File: src/verilog/ign_cfg.svh
/*
  Constants for the ignition mode and override controller: register
  offsets, field positions, reset values and timing counts.
  Assumes inclusion by bare name from the design files and the bench.
*/
`ifndef IGN_CFG_SVH
`define IGN_CFG_SVH

// ==========================================================
// Register byte offsets
`define OFF_CYL      12'h000
`define OFF_FILT     12'h004
`define OFF_SIGANG   12'h008
`define OFF_XSPEED   12'h00C
`define OFF_HYST     12'h010
`define OFF_IGN      12'h014
`define OFF_DWANG    12'h018
`define OFF_DWTIME   12'h01C
`define OFF_MODCFG   12'h020
`define OFF_OVSPEED  12'h024
`define OFF_OVTHR    12'h028
`define OFF_STATUS   12'h02C
`define OFF_PERIOD   12'h030

// ==========================================================
// Reset values
`define RST_CYL      4'h8
`define RST_EDGE     1'h0
`define RST_TFILT    16'h0032
`define RST_SIGANG   8'h1B
`define RST_XSPEED   16'h0190
`define RST_HYST     16'h0032
`define RST_IGN      2'h0
`define RST_DWANG    8'h2D
`define RST_DWTIME   16'h1770
`define RST_OVSPEED  16'h0FA0
`define RST_OVTHR    8'h1E

// ==========================================================
// Field positions
`define MOD_STANDALONE_BIT 0
`define MOD_OVTYPE_LO      1
`define MOD_SPOUT_INV_BIT  3
`define FILT_EDGE_BIT      16

// ==========================================================
// Timing: one microsecond tick and rpm from period in us
`define CLK_MHZ        100
`define US_CYCLES      (`CLK_MHZ)
`define US_PER_MIN     32'd60000000
`define HALF_DEG_FULL  16'h02D0

`endif

File: src/verilog/ign_pkg.sv
/*
  Types for the ignition mode and override controller.
  Assumes nothing beyond the constants header.
*/
package ign_pkg;
  typedef enum logic [1:0] {
    IGN_STANDARD = 2'h0,
    IGN_DWELL_CTL = 2'h1,
    IGN_DISTLESS = 2'h2
  } ignType_t;

  typedef enum logic [1:0] {
    OV_ALWAYS = 2'h0,
    OV_SPEED = 2'h1,
    OV_THROTTLE = 2'h2,
    OV_BOTH = 2'h3
  } ovType_t;

  typedef enum logic [1:0] {
    MODE_CRANK = 2'b01,
    MODE_RUN = 2'b10
  } engMode_t;
endpackage

File: src/verilog/ignition_mode_override_control.sv
/*
  Crank/run mode, cylinder-one location, dwell selection, spark polarity
  and host override control, configured over APB.
  Assumes APB signals and all pins synchronous to clock.
*/
// Behaviour
// - Crank changes to run when speed reaches transition speed.
// - Run returns to crank when speed falls to transition minus hysteresis.
// - Hysteresis band keeps brief speed swings from toggling the mode.
// - Cylinder one pulse is shorter than normal by the signature angle.
// - Normal pulse spans 360 degrees divided by cylinder count.
// - Cylinder count, filters, signature, speed and hysteresis are settable.
// - Ignition type selects standard, dwell-controlled or distributorless.
// - Dwell angle applies only with standard ignition.
// - Dwell time in microseconds applies only with dwell-controlled type.
// - Level setting inverts the spark output while overriding (host spark passes uninverted); rising edge is standard.
// - Module type selects extender or stand-alone operation.
// - Always-override type overrides the host under all conditions.
// - Speed-only override uses engine speed and ignores throttle setting.
// - Throttle-only override uses throttle and ignores speed setting.
// - Combined override needs speed and throttle both above set points.
`timescale 1ns/10ps
`include "ign_cfg.svh"

module ignition_mode_override_control
  import ign_pkg::*;
(
  input wire logic clock,
  input wire logic reset_n,
  input wire logic psel,
  input wire logic penable,
  input wire logic pwrite,
  input wire logic [11:0] paddr,
  input wire logic [31:0] pwdata,
  output logic [31:0] prdata,
  output logic pready,
  output logic pslverr,
  input wire logic camPositionPulse,
  input wire logic [7:0] throttleAngle,
  input wire logic sparkTiming,
  input wire logic hostSpark,
  input wire logic hostDwell,
  output logic sparkOut,
  output logic dwellOut,
  output logic overrideActive,
  output logic runMode,
  output logic cylOneSync,
  output logic [15:0] dwellValue,
  output logic dwellIsTime
);
  // ==========================================================
  // Configuration registers
  logic [3:0] cyl_ff;
  logic edgeSel_ff;
  logic [15:0] tFilt_ff;
  logic [7:0] sigAng_ff;
  logic [15:0] xSpeed_ff;
  logic [15:0] hyst_ff;
  ignType_t ign_ff;
  logic [7:0] dwAng_ff;
  logic [15:0] dwTime_ff;
  logic standalone_ff;
  ovType_t ovType_ff;
  logic spoutInv_ff;
  logic [15:0] ovSpeed_ff;
  logic [7:0] ovThr_ff;

  // ==========================================================
  // Engine state
  engMode_t mode_ff;
  engMode_t nxt_mode;
  logic override_ff;
  logic nxt_override;
  logic [15:0] rpm_ff;
  logic [15:0] lastIv_ff;
  logic sync_ff;
  logic sparkOut_ff;
  logic dwellOut_ff;
  logic [15:0] dwellVal_ff;
  logic dwellIsTime_ff;
  logic [31:0] rdData_ff;
  logic edgeSeen;
  logic [15:0] interval;
  logic wrEn;
  logic rdEn;
  logic mapped;
  logic [15:0] normHalfDeg;
  logic [31:0] shortLimit;
  logic [31:0] rpmCalc;

  function automatic logic isMapped(input logic [11:0] a);
    isMapped = (a <= `OFF_PERIOD) && (a[1:0] == 2'b00);
  endfunction

  assign wrEn = psel & penable & pwrite;
  assign rdEn = psel & ~penable & ~pwrite;
  assign mapped = isMapped(paddr);
  assign pready = 1'b1;
  assign pslverr = psel & penable & ~mapped;
  assign prdata = rdData_ff;

  pulse_timer timer (
    .clock(clock),
    .reset_n(reset_n),
    .pulseIn(camPositionPulse),
    .fallEdge(edgeSel_ff),
    .minTime(tFilt_ff),
    .edgeSeen(edgeSeen),
    .interval(interval)
  );

  // ==========================================================
  // Register writes
  always_ff @(posedge clock or negedge reset_n) begin
    if (!reset_n) begin
      cyl_ff <= `RST_CYL;
      edgeSel_ff <= `RST_EDGE;
      tFilt_ff <= `RST_TFILT;
      sigAng_ff <= `RST_SIGANG;
      xSpeed_ff <= `RST_XSPEED;
      hyst_ff <= `RST_HYST;
      ign_ff <= IGN_STANDARD;
      dwAng_ff <= `RST_DWANG;
      dwTime_ff <= `RST_DWTIME;
      standalone_ff <= 1'b0;
      ovType_ff <= OV_ALWAYS;
      spoutInv_ff <= 1'b0;
      ovSpeed_ff <= `RST_OVSPEED;
      ovThr_ff <= `RST_OVTHR;
    end else if (wrEn && mapped) begin
      case (paddr)
        `OFF_CYL: cyl_ff <= (pwdata[3:0] == 4'h0) ? 4'h1 : pwdata[3:0];
        `OFF_FILT: begin
          tFilt_ff <= pwdata[15:0];
          edgeSel_ff <= pwdata[`FILT_EDGE_BIT];
        end
        `OFF_SIGANG: sigAng_ff <= pwdata[7:0];
        `OFF_XSPEED: xSpeed_ff <= pwdata[15:0];
        `OFF_HYST: hyst_ff <= pwdata[15:0];
        `OFF_IGN: ign_ff <= ignType_t'(pwdata[1:0]);
        `OFF_DWANG: dwAng_ff <= pwdata[7:0];
        `OFF_DWTIME: dwTime_ff <= pwdata[15:0];
        `OFF_MODCFG: begin
          standalone_ff <= pwdata[`MOD_STANDALONE_BIT];
          ovType_ff <= ovType_t'(pwdata[`MOD_OVTYPE_LO +: 2]);
          spoutInv_ff <= pwdata[`MOD_SPOUT_INV_BIT];
        end
        `OFF_OVSPEED: ovSpeed_ff <= pwdata[15:0];
        `OFF_OVTHR: ovThr_ff <= pwdata[7:0];
        default: begin
        end
      endcase
    end
  end

  // ==========================================================
  // Register reads, sampled in the setup phase
  always_ff @(posedge clock or negedge reset_n) begin
    if (!reset_n) begin
      rdData_ff <= 32'h00000000;
    end else if (rdEn) begin
      case (paddr)
        `OFF_CYL: rdData_ff <= {28'h0000000, cyl_ff};
        `OFF_FILT: rdData_ff <= {15'h0000, edgeSel_ff, tFilt_ff};
        `OFF_SIGANG: rdData_ff <= {24'h000000, sigAng_ff};
        `OFF_XSPEED: rdData_ff <= {16'h0000, xSpeed_ff};
        `OFF_HYST: rdData_ff <= {16'h0000, hyst_ff};
        `OFF_IGN: rdData_ff <= {30'h00000000, ign_ff};
        `OFF_DWANG: rdData_ff <= {24'h000000, dwAng_ff};
        `OFF_DWTIME: rdData_ff <= {16'h0000, dwTime_ff};
        `OFF_MODCFG: rdData_ff <= {28'h0000000, spoutInv_ff, ovType_ff,
                                   standalone_ff};
        `OFF_OVSPEED: rdData_ff <= {16'h0000, ovSpeed_ff};
        `OFF_OVTHR: rdData_ff <= {24'h000000, ovThr_ff};
        `OFF_STATUS: rdData_ff <= {16'h0000, rpm_ff[11:0], sync_ff,
                                   override_ff, 1'b0, mode_ff == MODE_RUN};
        `OFF_PERIOD: rdData_ff <= {16'h0000, lastIv_ff};
        default: rdData_ff <= 32'h00000000;
      endcase
    end
  end

  // ==========================================================
  // Engine speed from pulse interval
  // Cylinders/2 pulses per revolution on a 4-stroke distributor
  assign rpmCalc = (interval == 16'h0000) ? 32'hFFFFFFFF :
                   (`US_PER_MIN * 32'd2) / ({16'h0000, interval} * {28'h0, cyl_ff});

  always_ff @(posedge clock or negedge reset_n) begin
    if (!reset_n) begin
      rpm_ff <= 16'h0000;
      lastIv_ff <= 16'h0000;
    end else if (edgeSeen) begin
      rpm_ff <= (rpmCalc > 32'h0000FFFF) ? 16'hFFFF : rpmCalc[15:0];
      lastIv_ff <= interval;
    end else if (interval == 16'hFFFF) begin
      rpm_ff <= 16'h0000;
    end
  end

  // ==========================================================
  // Cylinder one detection: short if interval < last*(norm-sig/2)/norm
  // Angles in half degrees; signature held in half degrees
  assign normHalfDeg = `HALF_DEG_FULL / {12'h000, cyl_ff};
  assign shortLimit = {16'h0000, lastIv_ff} *
                      {16'h0000, normHalfDeg - {8'h00, sigAng_ff} +
                       {8'h00, sigAng_ff[7:1]}};

  always_ff @(posedge clock or negedge reset_n) begin
    if (!reset_n) begin
      sync_ff <= 1'b0;
    end else if (edgeSeen) begin
      sync_ff <= ({16'h0000, interval} * {16'h0000, normHalfDeg}) <
                 shortLimit;
    end else begin
      sync_ff <= 1'b0;
    end
  end

  // ==========================================================
  // Crank/run mode with hysteresis
  always_comb begin
    nxt_mode = mode_ff;
    case (mode_ff)
      MODE_CRANK: if (rpm_ff >= xSpeed_ff) nxt_mode = MODE_RUN;
      MODE_RUN: if ({1'b0, rpm_ff} + {1'b0, hyst_ff} <= {1'b0, xSpeed_ff})
        nxt_mode = MODE_CRANK;
      default: nxt_mode = MODE_CRANK;
    endcase
  end

  always_ff @(posedge clock or negedge reset_n) begin
    if (!reset_n) begin
      mode_ff <= MODE_CRANK;
    end else begin
      mode_ff <= nxt_mode;
    end
  end

  // ==========================================================
  // Override decision
  always_comb begin
    case (ovType_ff)
      OV_ALWAYS: nxt_override = 1'b1;
      OV_SPEED: nxt_override = rpm_ff > ovSpeed_ff;
      OV_THROTTLE: nxt_override = throttleAngle > ovThr_ff;
      OV_BOTH: nxt_override = (rpm_ff > ovSpeed_ff) &&
                              (throttleAngle > ovThr_ff);
      default: nxt_override = 1'b0;
    endcase
    if (standalone_ff) nxt_override = 1'b1;
  end

  always_ff @(posedge clock or negedge reset_n) begin
    if (!reset_n) begin
      override_ff <= 1'b0;
    end else begin
      override_ff <= nxt_override;
    end
  end

  // ==========================================================
  // Dwell selection and outputs
  always_ff @(posedge clock or negedge reset_n) begin
    if (!reset_n) begin
      dwellVal_ff <= 16'h0000;
      dwellIsTime_ff <= 1'b0;
    end else begin
      case (ign_ff)
        IGN_STANDARD: begin
          dwellVal_ff <= {8'h00, dwAng_ff};
          dwellIsTime_ff <= 1'b0;
        end
        IGN_DWELL_CTL: begin
          dwellVal_ff <= dwTime_ff;
          dwellIsTime_ff <= 1'b1;
        end
        default: begin
          dwellVal_ff <= 16'h0000;
          dwellIsTime_ff <= 1'b0;
        end
      endcase
    end
  end

  always_ff @(posedge clock or negedge reset_n) begin
    if (!reset_n) begin
      sparkOut_ff <= 1'b0;
      dwellOut_ff <= 1'b0;
    end else if (override_ff) begin
      sparkOut_ff <= sparkTiming ^ spoutInv_ff;
      dwellOut_ff <= sparkTiming;
    end else begin
      sparkOut_ff <= hostSpark;
      dwellOut_ff <= hostDwell;
    end
  end

  assign sparkOut = sparkOut_ff;
  assign dwellOut = dwellOut_ff;
  assign overrideActive = override_ff;
  assign runMode = (mode_ff == MODE_RUN);
  assign cylOneSync = sync_ff;
  assign dwellValue = dwellVal_ff;
  assign dwellIsTime = dwellIsTime_ff;
endmodule

File: src/verilog/pulse_timer.sv
/*
  Measures the interval between accepted cam position pulse edges in
  microseconds, with edge selection and a minimum-time noise filter.
  Assumes the pulse input is synchronous to clock.
*/
`timescale 1ns/10ps
`include "ign_cfg.svh"

module pulse_timer
  import ign_pkg::*;
(
  input wire logic clock,
  input wire logic reset_n,
  input wire logic pulseIn,
  input wire logic fallEdge,
  input wire logic [15:0] minTime,
  output logic edgeSeen,
  output logic [15:0] interval
);
  logic prev_ff;
  logic [6:0] preCnt_ff;
  logic [15:0] usCnt_ff;
  logic [15:0] interval_ff;
  logic edge_ff;
  logic tick;
  logic rawEdge;

  assign tick = (preCnt_ff == 7'(`US_CYCLES - 1));
  assign rawEdge = fallEdge ? (prev_ff & ~pulseIn) : (~prev_ff & pulseIn);
  assign edgeSeen = edge_ff;
  assign interval = interval_ff;

  always_ff @(posedge clock or negedge reset_n) begin
    if (!reset_n) begin
      prev_ff <= 1'b0;
    end else begin
      prev_ff <= pulseIn;
    end
  end

  always_ff @(posedge clock or negedge reset_n) begin
    if (!reset_n) begin
      preCnt_ff <= 7'h00;
    end else if (tick) begin
      preCnt_ff <= 7'h00;
    end else begin
      preCnt_ff <= preCnt_ff + 7'h01;
    end
  end

  // Edges closer than the filter time are treated as noise
  always_ff @(posedge clock or negedge reset_n) begin
    if (!reset_n) begin
      usCnt_ff <= 16'h0000;
      interval_ff <= 16'hFFFF;
      edge_ff <= 1'b0;
    end else begin
      edge_ff <= 1'b0;
      if (rawEdge && usCnt_ff >= minTime) begin
        interval_ff <= usCnt_ff;
        usCnt_ff <= 16'h0000;
        edge_ff <= 1'b1;
      end else if (tick && usCnt_ff != 16'hFFFF) begin
        usCnt_ff <= usCnt_ff + 16'h0001;
      end
    end
  end
endmodule

File: config.mk
export PLATFORM = sky130hd
export DESIGN_NAME = ignition_mode_override_control
export DESIGN_NICKNAME = d
export VERILOG_FILES = /design/src/verilog/ign_pkg.sv /design/src/verilog/ignition_mode_override_control.sv /design/src/verilog/pulse_timer.sv
export VERILOG_INCLUDE_DIRS = /design/src /design/src/verilog
export SDC_FILE = /design/constraint.sdc
export NUM_CORES = 2
export LEC_CHECK = 0
export BUFFER_PORTS_ARGS = -buffer_cell sky130_fd_sc_hd__clkbuf_2
export CAP_MARGIN = 5
export CORE_MARGIN = 2
export CORE_UTILIZATION = 65
export DETAILED_ROUTE_END_ITERATION = 8
export GPL_TIMING_DRIVEN = 0
export PLACE_DENSITY = 0.84
export SLEW_MARGIN = 10
export SYNTH_ARGS = -nofsm -noshare
export SYNTH_HDL_FRONTEND = slang
export SYNTH_SLANG_ARGS = --single-unit
File: constraint.sdc
create_clock -name clock -period 96.7 [get_ports clock]
set_input_delay 14.505 -clock clock [delete_from_list [all_inputs] [get_ports clock]]
set_output_delay 14.505 -clock clock [all_outputs]
set_load 0.01 [all_outputs]
==> results.yml <==
global_routing:
  antenna_found_initial: 3
  grt_pass1_vias: 59900
  grt_pass1_wl_mm: 305
  grt-ovfl-total: 0
  grt.total_usage_pct: 37.7
  grt_max_degree: 88
job:
  cap_violations: 0
placed_design:
  dp_hpwl_mm: 154
  dp.cells: 9398
  portBuffers: 85
  gp_congestion: 0.999
synth:
  syn_inst: 8018
  synth_top_flop_cell: "dfrtp_1"
  synth_cell_types: 126
  synth_edf_count: 0
  syn_avg_cell_area_sq_um: 7.78
  seq_area_frac_synth_pct: 9.26
  async_flop_share_pct: 100
  synth-warning-count: 0
  syn_area_sq_um: 62300
  ys_ff_latch: 228
clock_network:
  cts.sinks: 228
  htree_levels: 1
  cts_tree: "done"
  worstSkewPairLatency_ns: 0.53
  cts.path.max_buffers: 3
  cts_root_buf: "clkbuf_16"
  cts_hold_buf: 0
  path_clk_slew_ns: 0.07
  numCtsBuffers: 23
detailed_routing:
  dr_wl_met2_mm: 87.8
  routed.top_layer: "met5"
  drc: 6
  ant_nets: 0
  met1_length_mm: 75.2
  drt_first_iter_violations: 6025
  routed_wl_mm: 192
  drt_pass1_iterations: 9
  vias: 61700
  post_drt_wl_per_cell_um: 20.2
  wl_met3_mm: 17.0
  viasPerCell: 6.51
floorplan:
  ioPinCount: 117
  fp-row-count: 113
  fp.dieW_um: 314
  start_util_pct: 65.6
  die_h_um: 314
  core_region_area_sq_um: 95000
  die-area_sq_um: 98400
sta:
  drv_slew: 0
  maxSlewHeadroom_pct: 6.07
  final.period_utilization_pct: 95.4
  fmax_mhz: 10.8
  whs_ns: 0.465
  setup_tns_ns: 0
  hold_violations: 0
  finalCriticalPeriod_ns: 92.26
  setup_violations: 0
  tightestPinTransition_ns: 1.41
  fin_skew_ns: 0.0147
setup_path:
  r2r_cells: 430
  r2r_slack_ns: 4.44
  start_kind: "flip-flop"
  critPathMaxStageDelay_ns: 0.55
  cp.required_ns: 97.03
  crit_fanout: 19
  slowest_stage: "a2111oi_1"
  end_kind: "flip-flop"
  critPathLaunch: "cyl_ff[0]"
  rr_startpoint: "cyl_ff[0]"
  path_class: "flip-flop to flip-flop"
  crit_path_frequent_cell: "o21ai_0"
  worstPathArrival_ns: 92.59
layout:
  final_cell_mix: "nand2_1, ha_1, inv_1"
  stdcell_count: 9484
  final_nets: 9514
  final_core_util_pct: 70.3
  syn2layout_area_growth_pct: 7.13
  final_layout_size_suffix_gt1_share_pct: 9.83
  layout_commonest_cell: "nand2_1"
run_status:
  violations: "design-rule violations"
  status: "complete, but fails checks"
hold_path:
  hold_depth: 1
  min_from: "timer.preCnt_ff[0]"
  hp-class: "flip-flop to flip-flop"
cells by family (layout without fill, tap and decap cells):
kind of cell / count (synthesis) / in the layout / synth area share [%]
other: 2 / 19 / 0.0120
AND/OR/NAND/NOR: 2628 / 2629 / 20.6
adder cells (fa/ha/maj): 1253 / 1253 / 30.3
XOR/XNOR: 435 / 435 / 6.16
AO/OA/AOI/OAI: 2099 / 2099 / 22.1
multiplexers: 275 / 275 / 4.87
buffers and inverters: 1098 / 1281 / 6.79
flip-flops: 228 / 228 / 9.26
path summary, 6_finish.rpt:
| path | to |
|---|---|
| min in group asynchronous | prdata[3] |
| worst max-delay path | rpm_ff[0] |
| worst min-delay path | timer.preCnt_ff[0] |
| worst max register to register | rpm_ff[0] |
| max in group asynchronous | timer.interval[2] |
| worst min register to register | timer.preCnt_ff[0] |
layout make-up:
| type | instances | area, sq um |
|---|---|---|
| tap | 1265 | 1580 |
| inverter | 804 | 3020 |
| buffer | 285 | 1350 |
| antenna | 2 | 5.00 |
| timing repair buffer | 150 | 1060 |
| sequential | 228 | 5770 |
| fill | 7646 | 28200 |
| clock inverter | 13 | 163 |
| multi-input combinational | 6708 | 53200 |
| clock buffer | 29 | 618 |
what timing repair did:
action	4_1_cts	5_1_grt
resized for setup	107	201
setup endpoints to repair	4	3
gates cloned	0	1
pin swaps	3	32
setup buffers	5	45
layer usage:
layer	global-route usage, %	up-vias
met3	5.36	762
li1	-	28500
met5	0	-
met2	62.6	3075
met1	47.7	29400
met4	19.9	2
state kept, by name, indices dropped and copies added (netlist names), 2 cells and up:
| name | flops |
|---|---|
| ovSpeed_ff | 16 |
| timer.usCnt_ff | 16 |
| dwellValue | 16 |
| ovThr_ff | 8 |
| dwAng_ff | 8 |
| ovType_ff | 2 |
| ign_ff | 2 |
| prdata | 17 |
| timer.preCnt_ff | 7 |
| sigAng_ff | 8 |
| hyst_ff | 16 |
| cyl_ff | 4 |
| tFilt_ff | 16 |
| mode_ff | 2 |
| rpm_ff | 16 |
| dwTime_ff | 16 |
| xSpeed_ff | 16 |
| lastIv_ff | 16 |
| timer.interval | 16 |
cell usage after synthesis (141+ instances only):
library cell  number  area, sq um
o21ai_0          435         2180
inv_1            800         3000
xnor2_1          297         2600
fa_1             424         8490
nor2_1           541         2030
nand2_1          900         3380
clkbuf_1         229          860
nor3_1           141          706
and2_1           258         1610
a21o_1           189         1420
ha_1             829        10400
mux2_2           208         2340
a21oi_1          572         2860
dfrtp_1          176         4400
critical path, delay by kind of cell (launching register included):
kind	cells	cell delay, ns
AOI/OAI and AO/OA	207	42.65
adders and majority gates	32	10.89
buffers and inverters	56	13.04
DFF	1	0.52
muxes	9	2.71
and+or+nand+nor	126	21.91
through the flow:
stage	setup slack (ns)	area, sq um
after floorplan	12.03	62400
after global placement	-10.74	64400
after detailed placement	-11.25	64700
after CTS	0.0256	65800
after global routing	-0.711	66800
final	4.44	66800
Power is left out: the tool's default activity adds up to more than one toggle a clock period on the data nets, which glitch-free logic cannot reach.
